`src/include/flk_cfg.svh`:
```
// Purpose : constants of the lock / id / qpi command block
// Assumes : included by its bare name
// Notes   : definitions only
`ifndef FLK_CFG_SVH
`define FLK_CFG_SVH

// ------------------------------------------------------------
// opcodes
// ------------------------------------------------------------
`define FLK_OP_LOCK     8'h36
`define FLK_OP_UNLOCK   8'h39
`define FLK_OP_RDLOCK   8'h3D
`define FLK_OP_GLOCK    8'h7E
`define FLK_OP_GUNLOCK  8'h98
`define FLK_OP_ID_DUAL  8'h92
`define FLK_OP_ID_QUAD  8'h94
`define FLK_OP_UID      8'h4B
`define FLK_OP_SETPARM  8'hC0
`define FLK_OP_BURST    8'h0C
`define FLK_OP_QPI_EN   8'h38
`define FLK_OP_QPI_EX   8'hFF

// ------------------------------------------------------------
// field positions, lengths and reset values
// ------------------------------------------------------------
`define FLK_OP_BITS     6'h08
`define FLK_ADDR_BITS   6'h18
`define FLK_MODE_BITS   6'h08
`define FLK_QUAD_DUMMY  4'h4
`define FLK_UID_DUM_SPI 4'h8
`define FLK_UID_DUM_QPI 4'h2
`define FLK_DUM_4       4'h4
`define FLK_DUM_6       4'h6
`define FLK_DUM_8       4'h8
`define FLK_DUM_MSB     5
`define FLK_DUM_LSB     4
`define FLK_WRAP_MSB    1
`define FLK_WRAP_LSB    0
`define FLK_DUM_RST     2'h0
`define FLK_WRAP_RST    2'h0
`define FLK_WRAP_MIN    24'h000008
`define FLK_LOCK_LSB    16
`define FLK_LOCK_RST    1'b1
`define FLK_OE_X1       4'h2
`define FLK_OE_X2       4'h3
`define FLK_OE_X4       4'hF
`define FLK_SYNC_BITS   6

`endif

```
`src/include/flk_pkg.sv`:
```
// Purpose : shared types of the lock / id / qpi command block
// Assumes : nothing
// Notes   : constants live in flk_cfg.svh
package flk_pkg;

   // command phase within one chip-select frame
   typedef enum logic [2:0] {
      FLK_PH_OP   = 3'b000,
      FLK_PH_ADDR = 3'b001,
      FLK_PH_MODE = 3'b010,
      FLK_PH_DUM  = 3'b011,
      FLK_PH_OUT  = 3'b100,
      FLK_PH_PARM = 3'b101,
      FLK_PH_END  = 3'b110,
      FLK_PH_IGN  = 3'b111
   } flk_phase_t;

endpackage

```
`src/include/flk_lock_if.sv`:
```
// Purpose : carrier between command logic and lock bit store
// Assumes : one clock domain
// Notes   : ctl drives, mem answers with registered bits
`timescale 1ns/100ps
interface flk_lock_if #(parameter int AW = 7);
   logic          wr_en;
   logic          wr_val;
   logic [AW-1:0] wr_idx;
   logic          all_en;
   logic          all_val;
   logic [AW-1:0] rd_idx;
   logic          rd_bit;
   logic [AW-1:0] chk_idx;
   logic          chk_bit;
   modport ctl (output wr_en, wr_val, wr_idx, all_en, all_val, rd_idx, chk_idx, input rd_bit, chk_bit);
   modport mem (input wr_en, wr_val, wr_idx, all_en, all_val, rd_idx, chk_idx, output rd_bit, chk_bit);
endinterface

```
`src/flk_lock_mem.sv`:
```
// Purpose : volatile block/sector lock bits
// Assumes : one write and two registered reads per clock
// Notes   : every bit comes out of reset locked
`timescale 1ns/100ps
`include "flk_cfg.svh"
module flk_lock_mem #(
   parameter int AW = 7
) (
   // clock and reset
   input wire logic ref_clk,
   input wire logic arst_n,
   // lock store port
   flk_lock_if.mem  lk
);
   import flk_pkg::*;

   localparam int N = 1 << AW;

   typedef struct packed {
      logic [N-1:0] bits;
      logic         rd;
      logic         chk;
   } flk_mem_st_t;

   flk_mem_st_t s_ff;
   flk_mem_st_t nxt_s;

   // ------------------------------------------------------------
   // next state
   // ------------------------------------------------------------
   always_comb begin
      nxt_s = s_ff;
      if (lk.all_en) begin
         nxt_s.bits = {N{lk.all_val}};
      end else if (lk.wr_en) begin
         nxt_s.bits[lk.wr_idx] = lk.wr_val;
      end
      nxt_s.rd  = s_ff.bits[lk.rd_idx];
      nxt_s.chk = s_ff.bits[lk.chk_idx];
   end

   // registered state, all locked after reset
   always_ff @(posedge ref_clk or negedge arst_n) begin
      if (!arst_n) begin
         s_ff      <= '0;
         s_ff.bits <= {N{`FLK_LOCK_RST}};
      end else begin
         s_ff <= nxt_s;
      end
   end

   assign lk.rd_bit  = s_ff.rd;
   assign lk.chk_bit = s_ff.chk;
endmodule

```
`src/flk_cmd.sv`:
```
// Purpose : serial command handling for lock, id, read parameters and qpi
// Assumes : sclk, cs_n and io pins are asynchronous to ref_clk
// Notes   : sclk is oversampled, so it must stay well below ref_clk / 4
//
// Functional notes
// lock bits protect only when scheme select set
// lock bits volatile, all set after reset
// host unlocks with 39h plus address
// lock instructions need write enable latch set
// 3Dh readback shifted msb first on falls
// readback lsb set means region locked
// 7Eh sets every lock bit
// 98h clears every lock bit
// 92h id read two bits per clock
// host sends mode bits with upper nibble ones
// 94h id read, mode, four dummies, x4
// ids alternate until chip select rises
// 4Bh returns 128-bit unique number after dummy byte
// read parameter setting only accepted in qpi
// dummy field selects 4, 6 or 8 clocks
// wrap field selects 8 to 64 bytes
// reset gives 8-byte wrap, 4 dummies
// host resets dummy count after entering qpi
// spi wrap bits set wrap, kept across modes
// qpi burst read wraps within wrap boundary
// 38h enters qpi only with quad enable
// entering qpi keeps latch, suspend, wrap
// FFh leaves qpi, keeps latch, suspend, wrap
// qpi carries every phase on four lines; here 92h still uses two lines after its opcode
`timescale 1ns/100ps
`include "flk_cfg.svh"
module flk_cmd #(
   parameter int           LOCK_AW = 7,
   parameter logic [7:0]   MFR_ID  = 8'hA5,     // arbitrary value
   parameter logic [7:0]   DEV_ID  = 8'h5A,     // arbitrary value
   parameter logic [127:0] UID     = 128'h0123456789ABCDEF0F1E2D3C4B5A6978  // arbitrary value
) (
   // clock and reset
   input  wire logic        ref_clk,
   input  wire logic        arst_n,
   // serial pins
   input  wire logic        sclk,
   input  wire logic        cs_n,
   input  wire logic [3:0]  io_in,
   output logic [3:0]       io_out,
   output logic [3:0]       io_oe,
   // status bits from the status registers
   input  wire logic        write_enable_latch,
   input  wire logic        quad_enable,
   input  wire logic        protect_scheme_select,
   input  wire logic        legacy_protect_hit,
   input  wire logic [1:0]  spi_wrap_bits,
   input  wire logic        spi_wrap_set,
   input  wire logic        soft_reset,
   // protection query
   input  wire logic [23:0] prot_addr,
   output logic             write_protected,
   // array read side of burst with wrap
   input  wire logic [7:0]  array_data,
   output logic             burst_active,
   output logic [23:0]      burst_addr,
   // mode and settings
   output logic             qpi_mode,
   output logic [1:0]       dummy_count_field,
   output logic [1:0]       wrap_length_field
);
   import flk_pkg::*;

   typedef struct packed {
      logic [5:0]  sy1;
      logic [5:0]  sy2;
      logic        pclk;
      logic        pcs;
      flk_phase_t  ph;
      logic [7:0]  op;
      logic [23:0] sh;
      logic [5:0]  cnt;
      logic [3:0]  dcnt;
      logic        qpi;
      logic [1:0]  dum;
      logic [1:0]  wrap;
      logic [7:0]  b0;
      logic [7:0]  b1;
      logic [1:0]  qv;
      logic [7:0]  osh;
      logic [3:0]  oleft;
      logic [3:0]  oe;
      logic [3:0]  oout;
      logic [3:0]  idx;
      logic        armed;
      logic        prod;
      logic [23:0] baddr;
      logic        wp;
   } flk_st_t;

   flk_st_t s_ff;
   flk_st_t nxt_s;

   flk_lock_if #(.AW(LOCK_AW)) lk ();

   flk_lock_mem #(.AW(LOCK_AW)) u_mem (
      .ref_clk (ref_clk),
      .arst_n  (arst_n),
      .lk      (lk)
   );

   // ------------------------------------------------------------
   // pin sampling and edge detection
   // ------------------------------------------------------------
   logic       cs_q;
   logic       clk_q;
   logic [3:0] io_q;
   logic       rise;
   logic       fall;
   logic       cs_up;

   assign cs_q  = s_ff.sy2[5];
   assign clk_q = s_ff.sy2[4];
   assign io_q  = s_ff.sy2[3:0];
   assign rise  = !cs_q && clk_q && !s_ff.pclk;
   assign fall  = !cs_q && !clk_q && s_ff.pclk;
   assign cs_up = cs_q && !s_ff.pcs;

   // ------------------------------------------------------------
   // lane width of the current phase
   // ------------------------------------------------------------
   logic [2:0] w;
   logic [3:0] win;
   always_comb begin
      w = s_ff.qpi ? 3'h4 : 3'h1;
      if (s_ff.ph != FLK_PH_OP && s_ff.op == `FLK_OP_ID_DUAL) begin
         w = 3'h2;
      end else if (s_ff.ph != FLK_PH_OP && s_ff.op == `FLK_OP_ID_QUAD) begin
         w = 3'h4;
      end
      unique case (w)
         3'h4:    win = io_q;
         3'h2:    win = {2'h0, io_q[1:0]};
         default: win = {3'h0, io_q[0]};
      endcase
   end

   // incoming shift register and bit count after this edge
   logic [23:0] nsh;
   logic [5:0]  ncnt;
   always_comb begin
      unique case (w)
         3'h4:    nsh = {s_ff.sh[19:0], win};
         3'h2:    nsh = {s_ff.sh[21:0], win[1:0]};
         default: nsh = {s_ff.sh[22:0], win[0]};
      endcase
      ncnt = s_ff.cnt + {3'h0, w};
   end

   // ------------------------------------------------------------
   // burst wrap address and dummy count decode
   // ------------------------------------------------------------
   logic [23:0] wlen;
   logic [23:0] bnext;
   logic [3:0]  bdum;
   always_comb begin
      wlen  = `FLK_WRAP_MIN << s_ff.wrap;
      bnext = (s_ff.baddr & ~(wlen - 24'h1)) | ((s_ff.baddr + 24'h1) & (wlen - 24'h1));
      unique case (s_ff.dum)
         2'b00:   bdum = `FLK_DUM_4;
         2'b01:   bdum = `FLK_DUM_6;
         default: bdum = `FLK_DUM_8;
      endcase
   end

   // byte offered to the output buffer
   logic [7:0] pbyte;
   always_comb begin
      unique case (s_ff.op)
         `FLK_OP_RDLOCK:  pbyte = {7'h00, lk.rd_bit};
         `FLK_OP_ID_DUAL,
         `FLK_OP_ID_QUAD: pbyte = s_ff.idx[0] ? DEV_ID : MFR_ID;
         `FLK_OP_UID:     pbyte = UID[{~s_ff.idx, 3'h0} +: 8];
         default:         pbyte = array_data;
      endcase
   end

   // ------------------------------------------------------------
   // execute on deselect
   // ------------------------------------------------------------
   logic done;
   logic ex_one;
   logic ex_all;
   assign done   = cs_up && s_ff.ph == FLK_PH_END;
   assign ex_one = done && write_enable_latch &&
                   (s_ff.op == `FLK_OP_LOCK || s_ff.op == `FLK_OP_UNLOCK);
   assign ex_all = done && write_enable_latch &&
                   (s_ff.op == `FLK_OP_GLOCK || s_ff.op == `FLK_OP_GUNLOCK);

   // lock store requests
   always_comb begin
      lk.wr_en   = ex_one;
      lk.wr_val  = s_ff.op == `FLK_OP_LOCK;
      lk.wr_idx  = s_ff.sh[`FLK_LOCK_LSB +: LOCK_AW];
      lk.all_en  = ex_all || soft_reset;
      lk.all_val = soft_reset || s_ff.op == `FLK_OP_GLOCK;
      lk.rd_idx  = s_ff.sh[`FLK_LOCK_LSB +: LOCK_AW];
      lk.chk_idx = prot_addr[`FLK_LOCK_LSB +: LOCK_AW];
   end

   // ------------------------------------------------------------
   // next state
   // ------------------------------------------------------------
   logic       push;
   logic       pop;
   logic [7:0] ob;
   logic [2:0] wo;
   always_comb begin
      nxt_s      = s_ff;
      nxt_s.sy1  = {cs_n, sclk, io_in};
      nxt_s.sy2  = s_ff.sy1;
      nxt_s.pclk = clk_q;
      nxt_s.pcs  = cs_q;
      nxt_s.wp   = protect_scheme_select ? lk.chk_bit : legacy_protect_hit;
      nxt_s.prod = s_ff.armed || s_ff.prod; // keeps bytes coming until deselect
      push       = 1'b0;
      pop        = 1'b0;
      ob         = 8'h00;
      wo         = w;

      // mode and setting changes
      if (done && s_ff.op == `FLK_OP_SETPARM && s_ff.qpi) begin
         nxt_s.dum  = s_ff.sh[`FLK_DUM_MSB:`FLK_DUM_LSB];
         nxt_s.wrap = s_ff.sh[`FLK_WRAP_MSB:`FLK_WRAP_LSB];
      end
      if (done && s_ff.op == `FLK_OP_QPI_EN && quad_enable) begin
         nxt_s.qpi = 1'b1;
      end
      if (done && s_ff.op == `FLK_OP_QPI_EX && s_ff.qpi) begin
         nxt_s.qpi = 1'b0;
      end
      if (spi_wrap_set && !s_ff.qpi) begin
         nxt_s.wrap = spi_wrap_bits;
      end
      if (soft_reset) begin
         nxt_s.dum  = `FLK_DUM_RST;
         nxt_s.wrap = `FLK_WRAP_RST;
      end

      if (cs_q) begin
         // idle frame state, ends any instruction
         nxt_s.ph    = FLK_PH_OP;
         nxt_s.cnt   = 6'h00;
         nxt_s.qv    = 2'h0;
         nxt_s.oleft = 4'h0;
         nxt_s.oe    = 4'h0;
         nxt_s.armed = 1'b0;
         nxt_s.prod  = 1'b0;
      end else if (rise) begin
         unique case (s_ff.ph)
            FLK_PH_OP: begin
               nxt_s.sh  = nsh;
               nxt_s.cnt = ncnt;
               if (ncnt == `FLK_OP_BITS) begin
                  nxt_s.op  = nsh[7:0];
                  nxt_s.cnt = 6'h00;
                  unique case (nsh[7:0])
                     `FLK_OP_LOCK, `FLK_OP_UNLOCK, `FLK_OP_RDLOCK, `FLK_OP_UID,
                     `FLK_OP_ID_DUAL, `FLK_OP_ID_QUAD: nxt_s.ph = FLK_PH_ADDR;
                     `FLK_OP_BURST:   nxt_s.ph = s_ff.qpi ? FLK_PH_ADDR : FLK_PH_IGN;
                     `FLK_OP_SETPARM: nxt_s.ph = s_ff.qpi ? FLK_PH_PARM : FLK_PH_IGN;
                     `FLK_OP_GLOCK, `FLK_OP_GUNLOCK, `FLK_OP_QPI_EN,
                     `FLK_OP_QPI_EX:  nxt_s.ph = FLK_PH_END;
                     default:         nxt_s.ph = FLK_PH_IGN;
                  endcase
               end
            end
            FLK_PH_ADDR: begin
               nxt_s.sh  = nsh;
               nxt_s.cnt = ncnt;
               if (ncnt == `FLK_ADDR_BITS) begin
                  nxt_s.cnt   = 6'h00;
                  nxt_s.baddr = nsh;
                  nxt_s.idx   = 4'h0;
                  unique case (s_ff.op)
                     `FLK_OP_RDLOCK: begin
                        nxt_s.ph    = FLK_PH_OUT;
                        nxt_s.armed = 1'b1;
                     end
                     `FLK_OP_ID_DUAL, `FLK_OP_ID_QUAD: nxt_s.ph = FLK_PH_MODE;
                     `FLK_OP_UID: begin
                        nxt_s.ph   = FLK_PH_DUM;
                        nxt_s.dcnt = s_ff.qpi ? `FLK_UID_DUM_QPI : `FLK_UID_DUM_SPI;
                     end
                     `FLK_OP_BURST: begin
                        nxt_s.ph   = FLK_PH_DUM;
                        nxt_s.dcnt = bdum;
                     end
                     default: nxt_s.ph = FLK_PH_END;
                  endcase
               end
            end
            FLK_PH_MODE: begin
               nxt_s.cnt = ncnt;
               if (ncnt == `FLK_MODE_BITS) begin
                  nxt_s.cnt = 6'h00;
                  if (s_ff.op == `FLK_OP_ID_QUAD) begin
                     nxt_s.ph   = FLK_PH_DUM;
                     nxt_s.dcnt = `FLK_QUAD_DUMMY;
                  end else begin
                     nxt_s.ph    = FLK_PH_OUT;
                     nxt_s.armed = 1'b1;
                  end
               end
            end
            FLK_PH_DUM: begin
               nxt_s.dcnt = s_ff.dcnt - 4'h1;
               if (s_ff.dcnt == 4'h1) begin
                  nxt_s.ph    = FLK_PH_OUT;
                  nxt_s.armed = 1'b1;
               end
            end
            FLK_PH_PARM: begin
               nxt_s.sh  = nsh;
               nxt_s.cnt = ncnt;
               if (ncnt == `FLK_OP_BITS) begin
                  nxt_s.ph = FLK_PH_END;
               end
            end
            FLK_PH_END: nxt_s.ph = FLK_PH_IGN;     // extra clocks void the instruction
            FLK_PH_OUT, FLK_PH_IGN: nxt_s.ph = s_ff.ph;
         endcase
      end

      // output serializer, one lane group per falling edge
      if (!cs_q && s_ff.ph == FLK_PH_OUT) begin
         nxt_s.armed = 1'b0;
         if (fall && (s_ff.oleft != 4'h0 || s_ff.qv != 2'h0)) begin
            if (s_ff.oleft == 4'h0) begin
               ob  = s_ff.b0;
               pop = 1'b1;
            end else begin
               ob  = s_ff.osh;
            end
            unique case (wo)
               3'h4: begin
                  nxt_s.oout = ob[7:4];
                  nxt_s.osh  = {ob[3:0], 4'h0};
                  nxt_s.oe   = `FLK_OE_X4;
               end
               3'h2: begin
                  nxt_s.oout = {2'h0, ob[7:6]};
                  nxt_s.osh  = {ob[5:0], 2'h0};
                  nxt_s.oe   = `FLK_OE_X2;
               end
               default: begin
                  nxt_s.oout = {2'h0, ob[7], 1'b0};
                  nxt_s.osh  = {ob[6:0], 1'b0};
                  nxt_s.oe   = `FLK_OE_X1;
               end
            endcase
            nxt_s.oleft = (pop ? 4'h8 : s_ff.oleft) - {1'b0, wo};
         end
         // two-entry buffer between byte source and serializer
         push = s_ff.prod && (s_ff.qv != 2'h2 || pop);
         unique case ({push, pop})
            2'b10: begin
               if (s_ff.qv == 2'h0) begin
                  nxt_s.b0 = pbyte;
               end else begin
                  nxt_s.b1 = pbyte;
               end
               nxt_s.qv = s_ff.qv + 2'h1;
            end
            2'b01: begin
               nxt_s.b0 = s_ff.b1;
               nxt_s.qv = s_ff.qv - 2'h1;
            end
            2'b11: begin
               nxt_s.b0 = (s_ff.qv == 2'h1) ? pbyte : s_ff.b1;
               nxt_s.b1 = pbyte;
            end
            default: nxt_s.qv = s_ff.qv;
         endcase
         if (push) begin
            nxt_s.idx = s_ff.idx + 4'h1;
            if (s_ff.op == `FLK_OP_BURST) begin
               nxt_s.baddr = bnext;
            end
         end
      end
   end

   // ------------------------------------------------------------
   // state register
   // ------------------------------------------------------------
   always_ff @(posedge ref_clk or negedge arst_n) begin
      if (!arst_n) begin
         s_ff      <= '0;
         s_ff.sy1  <= {`FLK_SYNC_BITS{1'b1}};
         s_ff.sy2  <= {`FLK_SYNC_BITS{1'b1}};
         s_ff.pcs  <= 1'b1;
         s_ff.ph   <= FLK_PH_OP;
         s_ff.qpi  <= 1'b0;
         s_ff.dum  <= `FLK_DUM_RST;
         s_ff.wrap <= `FLK_WRAP_RST;
         s_ff.wp   <= `FLK_LOCK_RST;
      end else begin
         s_ff <= nxt_s;
      end
   end

   // ------------------------------------------------------------
   // outputs
   // ------------------------------------------------------------
   assign io_out            = s_ff.oout;
   assign io_oe             = s_ff.oe;
   assign write_protected   = s_ff.wp;
   assign burst_active      = s_ff.ph == FLK_PH_OUT && s_ff.op == `FLK_OP_BURST;
   assign burst_addr        = s_ff.baddr;
   assign qpi_mode          = s_ff.qpi;
   assign dummy_count_field = s_ff.dum;
   assign wrap_length_field = s_ff.wrap;
endmodule

```
`config.mk`:
```
export PLATFORM = sky130hd
export DESIGN_NAME = flk_cmd
export DESIGN_NICKNAME = d
export VERILOG_FILES = /design/src/include/flk_pkg.sv /design/src/include/flk_lock_if.sv /design/src/flk_lock_mem.sv /design/src/flk_cmd.sv
export VERILOG_INCLUDE_DIRS = /design/src /design/src/include
export SDC_FILE = /design/constraint.sdc
export NUM_CORES = 1
export LEC_CHECK = 0
export BUFFER_PORTS_ARGS = -buffer_cell sky130_fd_sc_hd__buf_4
export CORE_ASPECT_RATIO = 0.8
export CORE_MARGIN = 4
export CORE_UTILIZATION = 60
export CTS_BUF_LIST = sky130_fd_sc_hd__clkbuf_4 sky130_fd_sc_hd__clkbuf_8
export CTS_CLUSTER_DIAMETER = 150
export DETAILED_ROUTE_END_ITERATION = 7
export HOLD_SLACK_MARGIN = 0.08
export PLACE_DENSITY = 0.79
export SETUP_SLACK_MARGIN = 0.15
export SKIP_CTS_REPAIR_TIMING = 1
export SLEW_MARGIN = 20
export SYNTH_ARGS = -nofsm -noshare
export SYNTH_HDL_FRONTEND = slang
export SYNTH_SLANG_ARGS = --single-unit
export TNS_END_PERCENT = 50
```
`constraint.sdc`:
```
create_clock -name ref_clk -period 10.6 [get_ports ref_clk]
set_input_delay 2.12 -clock ref_clk [delete_from_list [all_inputs] [get_ports ref_clk]]
set_output_delay 2.12 -clock ref_clk [all_outputs]
set_load 0.02 [all_outputs]
```
==> flow_metrics.py <==
metrics = {
    "synthesis": {
        "ys_seq_elements": 261,
        "synth_edf_count": 0,
        "syn_area_sq_um": 15450,
        "ys_top_cells_by_area": "dfstp_2 24%, dfrtp_1 19%, mux2_2 7.4%, mux4_2 6.3%, a21oi_1 5.6%",
        "syn_avg_cell_area_sq_um": 9.890,
        "yosysWarningCount": 0,
        "ys_seq_area_share_pct": 43.43,
        "synth_nets": 1626,
        "synth-async-reset-ratio_pct": 100.0,
        "synth_top_area_cell": "dfstp_2",
        "ys.flop_type": "dfstp_2",
        "synth_top_area_share_pct": 24.15,
        "netlist_instances": 1562,
        "yosys.cell_types.count": 90,
    },
    "detailed_routing": {
        "firstDrtPassIters": 6,
        "drt_iter0_drc": 1713,
        "avgViaCountPerCell": 6.853,
        "drc": 0,
        "antenna_left": 0,
        "num_vias": 13040,
        "wirelength_um": 42630,
        "wl_per_cell_um": 22.41,
    },
    "critical_path": {
        "critPathTopFamily": "compound AO/OA/AOI/OAI gates",
        "cp_cell_sequence": "or3_4 -> a41o_1 -> inv_4 -> ha_1 -> fa_1 -> xor2_1 -> nor4_1 -> and2_1 -> a21oi_1 -> a221oi_1 -> and3_1 -> o21ai_0 -> a22o_1",
        "critPathMaxFanout": 24,
        "end_kind": "flop",
        "arrival_ns": 5.26,
        "start_kind": "flop",
        "cp_num_buf_inv": 1,
        "slowest_stage": "dfrtp_1",
        "criticalPathCategory": "flop to flop",
        "cp.required_ns": 11.03,
        "max_stage_delay_ns": 0.77,
    },
    "die": {
        "io_pins": 87,
        "die_w_um": 187.4,
        "placementRows": 52,
        "die_area_sq_um": 28390,
        "initial_core_util_pct": 61.04,
        "die_h_um": 151.5,
        "core_area_sq_um": 25310,
    },
    "cts": {
        "clk_path_buf_depth": 3,
        "clk_pin_slew_ns": 0.07,
        "htreeDepth": 2,
        "cts_tree": "done",
        "cts-buffers-inserted": 44,
        "ctsRootBufferMaster": "clkbuf_8",
        "insertion_delay_ns": 0.56,
        "clkSinkCount": 261,
    },
    "placement": {
        "place.gp.congestion": 0.9470,
        "dp_hpwl_um": 26440,
        "placed_area_sq_um": 15860,
        "io_buffers": 69,
    },
    "layout": {
        "final_cell_mix": "172 x a21oi_1, 155 x nor2_1, 142 x dfstp_2",
        "layout_commonest_cell": "a21oi_1",
        "diodes": 0,
        "fin_nets": 1607,
        "drive_gt1_share_pct": 32.32,
        "design_area_sq_um": 16830,
        "utilization_pct": 66.51,
        "syn_to_final_growth_pct": 8.958,
    },
    "global_route": {
        "grt_pass1_wl_um": 68210,
        "grt_antenna_before_repair": 0,
        "grt_overflow": 0,
        "grt_max_degree": 126,
        "track_usage_pct": 29.73,
        "grt_pass1_vias": 12560,
    },
    "pwr": {
        "irDropWorstVdd_mv": 0.08675,
        "power.leakage_nw": 6.794,
        "cellPowerDensity_nw_per_um2": 144.8,
    },
    "hold_path": {
        "hp-class": "flop to flop",
    },
    "timing": {
        "fin_crit_sh_pct": 45.54,
        "fmax_mhz": 207.2,
        "finalClockSkew_ns": 0.02678,
        "setup_violations": 0,
        "hold_viol": 0,
        "fin_crit_ns": 4.827,
        "fin_setup_tns_ns": 0,
        "maxSlewViolCount": 0,
        "relSlewSlack_pct": 27.80,
        "worst_slew_pin_slew_ns": 1.075,
        "rsz0062_at_grt": "no",
    },
    "status": {
        "status": "finished, final reports clean",
    },
    "flow_run": {
        "drv_cap": 0,
    },
}
[path summary, 6_finish.rpt]
check / end / cells after the start / start / slack, ns
setup / recovery: s_ff[77] / 13 / s_ff[116] / 5.77
hold / removal: io_q[3] / 0 / nxt_s[124] / 0.35
setup reg to reg: s_ff[77] / 13 / s_ff[116] / 5.77
hold reg to reg: io_q[3] / 0 / nxt_s[124] / 0.35
max in group asynchronous: async pin / 2 / arst_n / 7.34
min in group asynchronous: io_oe[1] / 1 / arst_n / 1.66
[routing by layer]
metal  routed length (um)  vias to the layer above  GRT usage [%]
li1                     -                     5770              -
met1                17970                     6304          42.71
met2                18050                      821          43.42
met3                 5014                      140          7.742
met4                 1596                        0          12.14
met5                    0                        -              0
[per-stage QoR]
step                hold WS [ns]  power [mW]  std cells  setup WS (ns)
detailed placement        0.3472       1.487       1821          5.837
CTS                       0.3556       2.445       1902          5.875
global route              0.3590       2.534       1902          5.586
finish                    0.3549       2.437       1902          5.773
floorplan                 0.3452       1.387       1562          6.148
global placement          0.3460       1.474       1821          5.882
[where the power goes]
part           switching, mW  internal (mW)
sequential            0.0698           1.12
combinational          0.145          0.143
clock                  0.415          0.541
[synthesized netlist by cell type (all sizes together) (4+ instances only)]
cell type and instances:
a211oi 39, a21o 4, a21oi 174, a221oi 21
a222oi 16, a22o 11, a22oi 52, a311oi 4
a31oi 8, and2 13, and3 7, buf 79
clkbuf 85, dfrtp 119, dfstp 142, ha 14
inv 21, mux2 102, mux2i 16, mux4 43
nand2 123, nand2b 12, nand3 23, nand3b 4
nand4 23, nor2 158, nor2b 10, nor3 34
nor3b 7, nor4 9, o211ai 6, o21a 4
o21ai 93, o221ai 8, o22a 5, o31ai 6
or2 4, or3 5, xnor2 6, xor2 6
[area by class of cell]
| class | instances | area, sq um |
|---|---|---|
| clock inverters | 6 | 35.03 |
| repair buffers | 99 | 750.7 |
| multi-input cells | 1114 | 7928 |
| flip-flops and latches | 261 | 6709 |
| well taps | 324 | 405.4 |
| clock buffers | 75 | 913.4 |
| fillers | 1906 | 8477 |
| inverters | 23 | 91.34 |
[cell families (layout without fill, tap and decap cells)]
group | after synthesis | in the layout | share of synthesized area [%]
compound gates | 480 | 480 | 20.20
simple gates | 445 | 445 | 13.62
flops | 261 | 261 | 43.43
buf+inv | 187 | 203 | 5.856
mux | 161 | 161 | 14.82
fa+ha+maj | 16 | 16 | 1.393
xor+xnor | 12 | 12 | 0.6803
[sequential cells by signal, indices dropped and copies added, names as in the netlist, 2 cells and up, named ones only]
register and flops:
nxt_s 6, burst_addr 3, u_mem.s_ff 128, io_oe 4, s_ff 74, io_q 4, dummy_count_field 2, lk.rd_idx 7
wrap_length_field 2, io_out 4
Note: power is estimated with default switching activity, not from simulation.
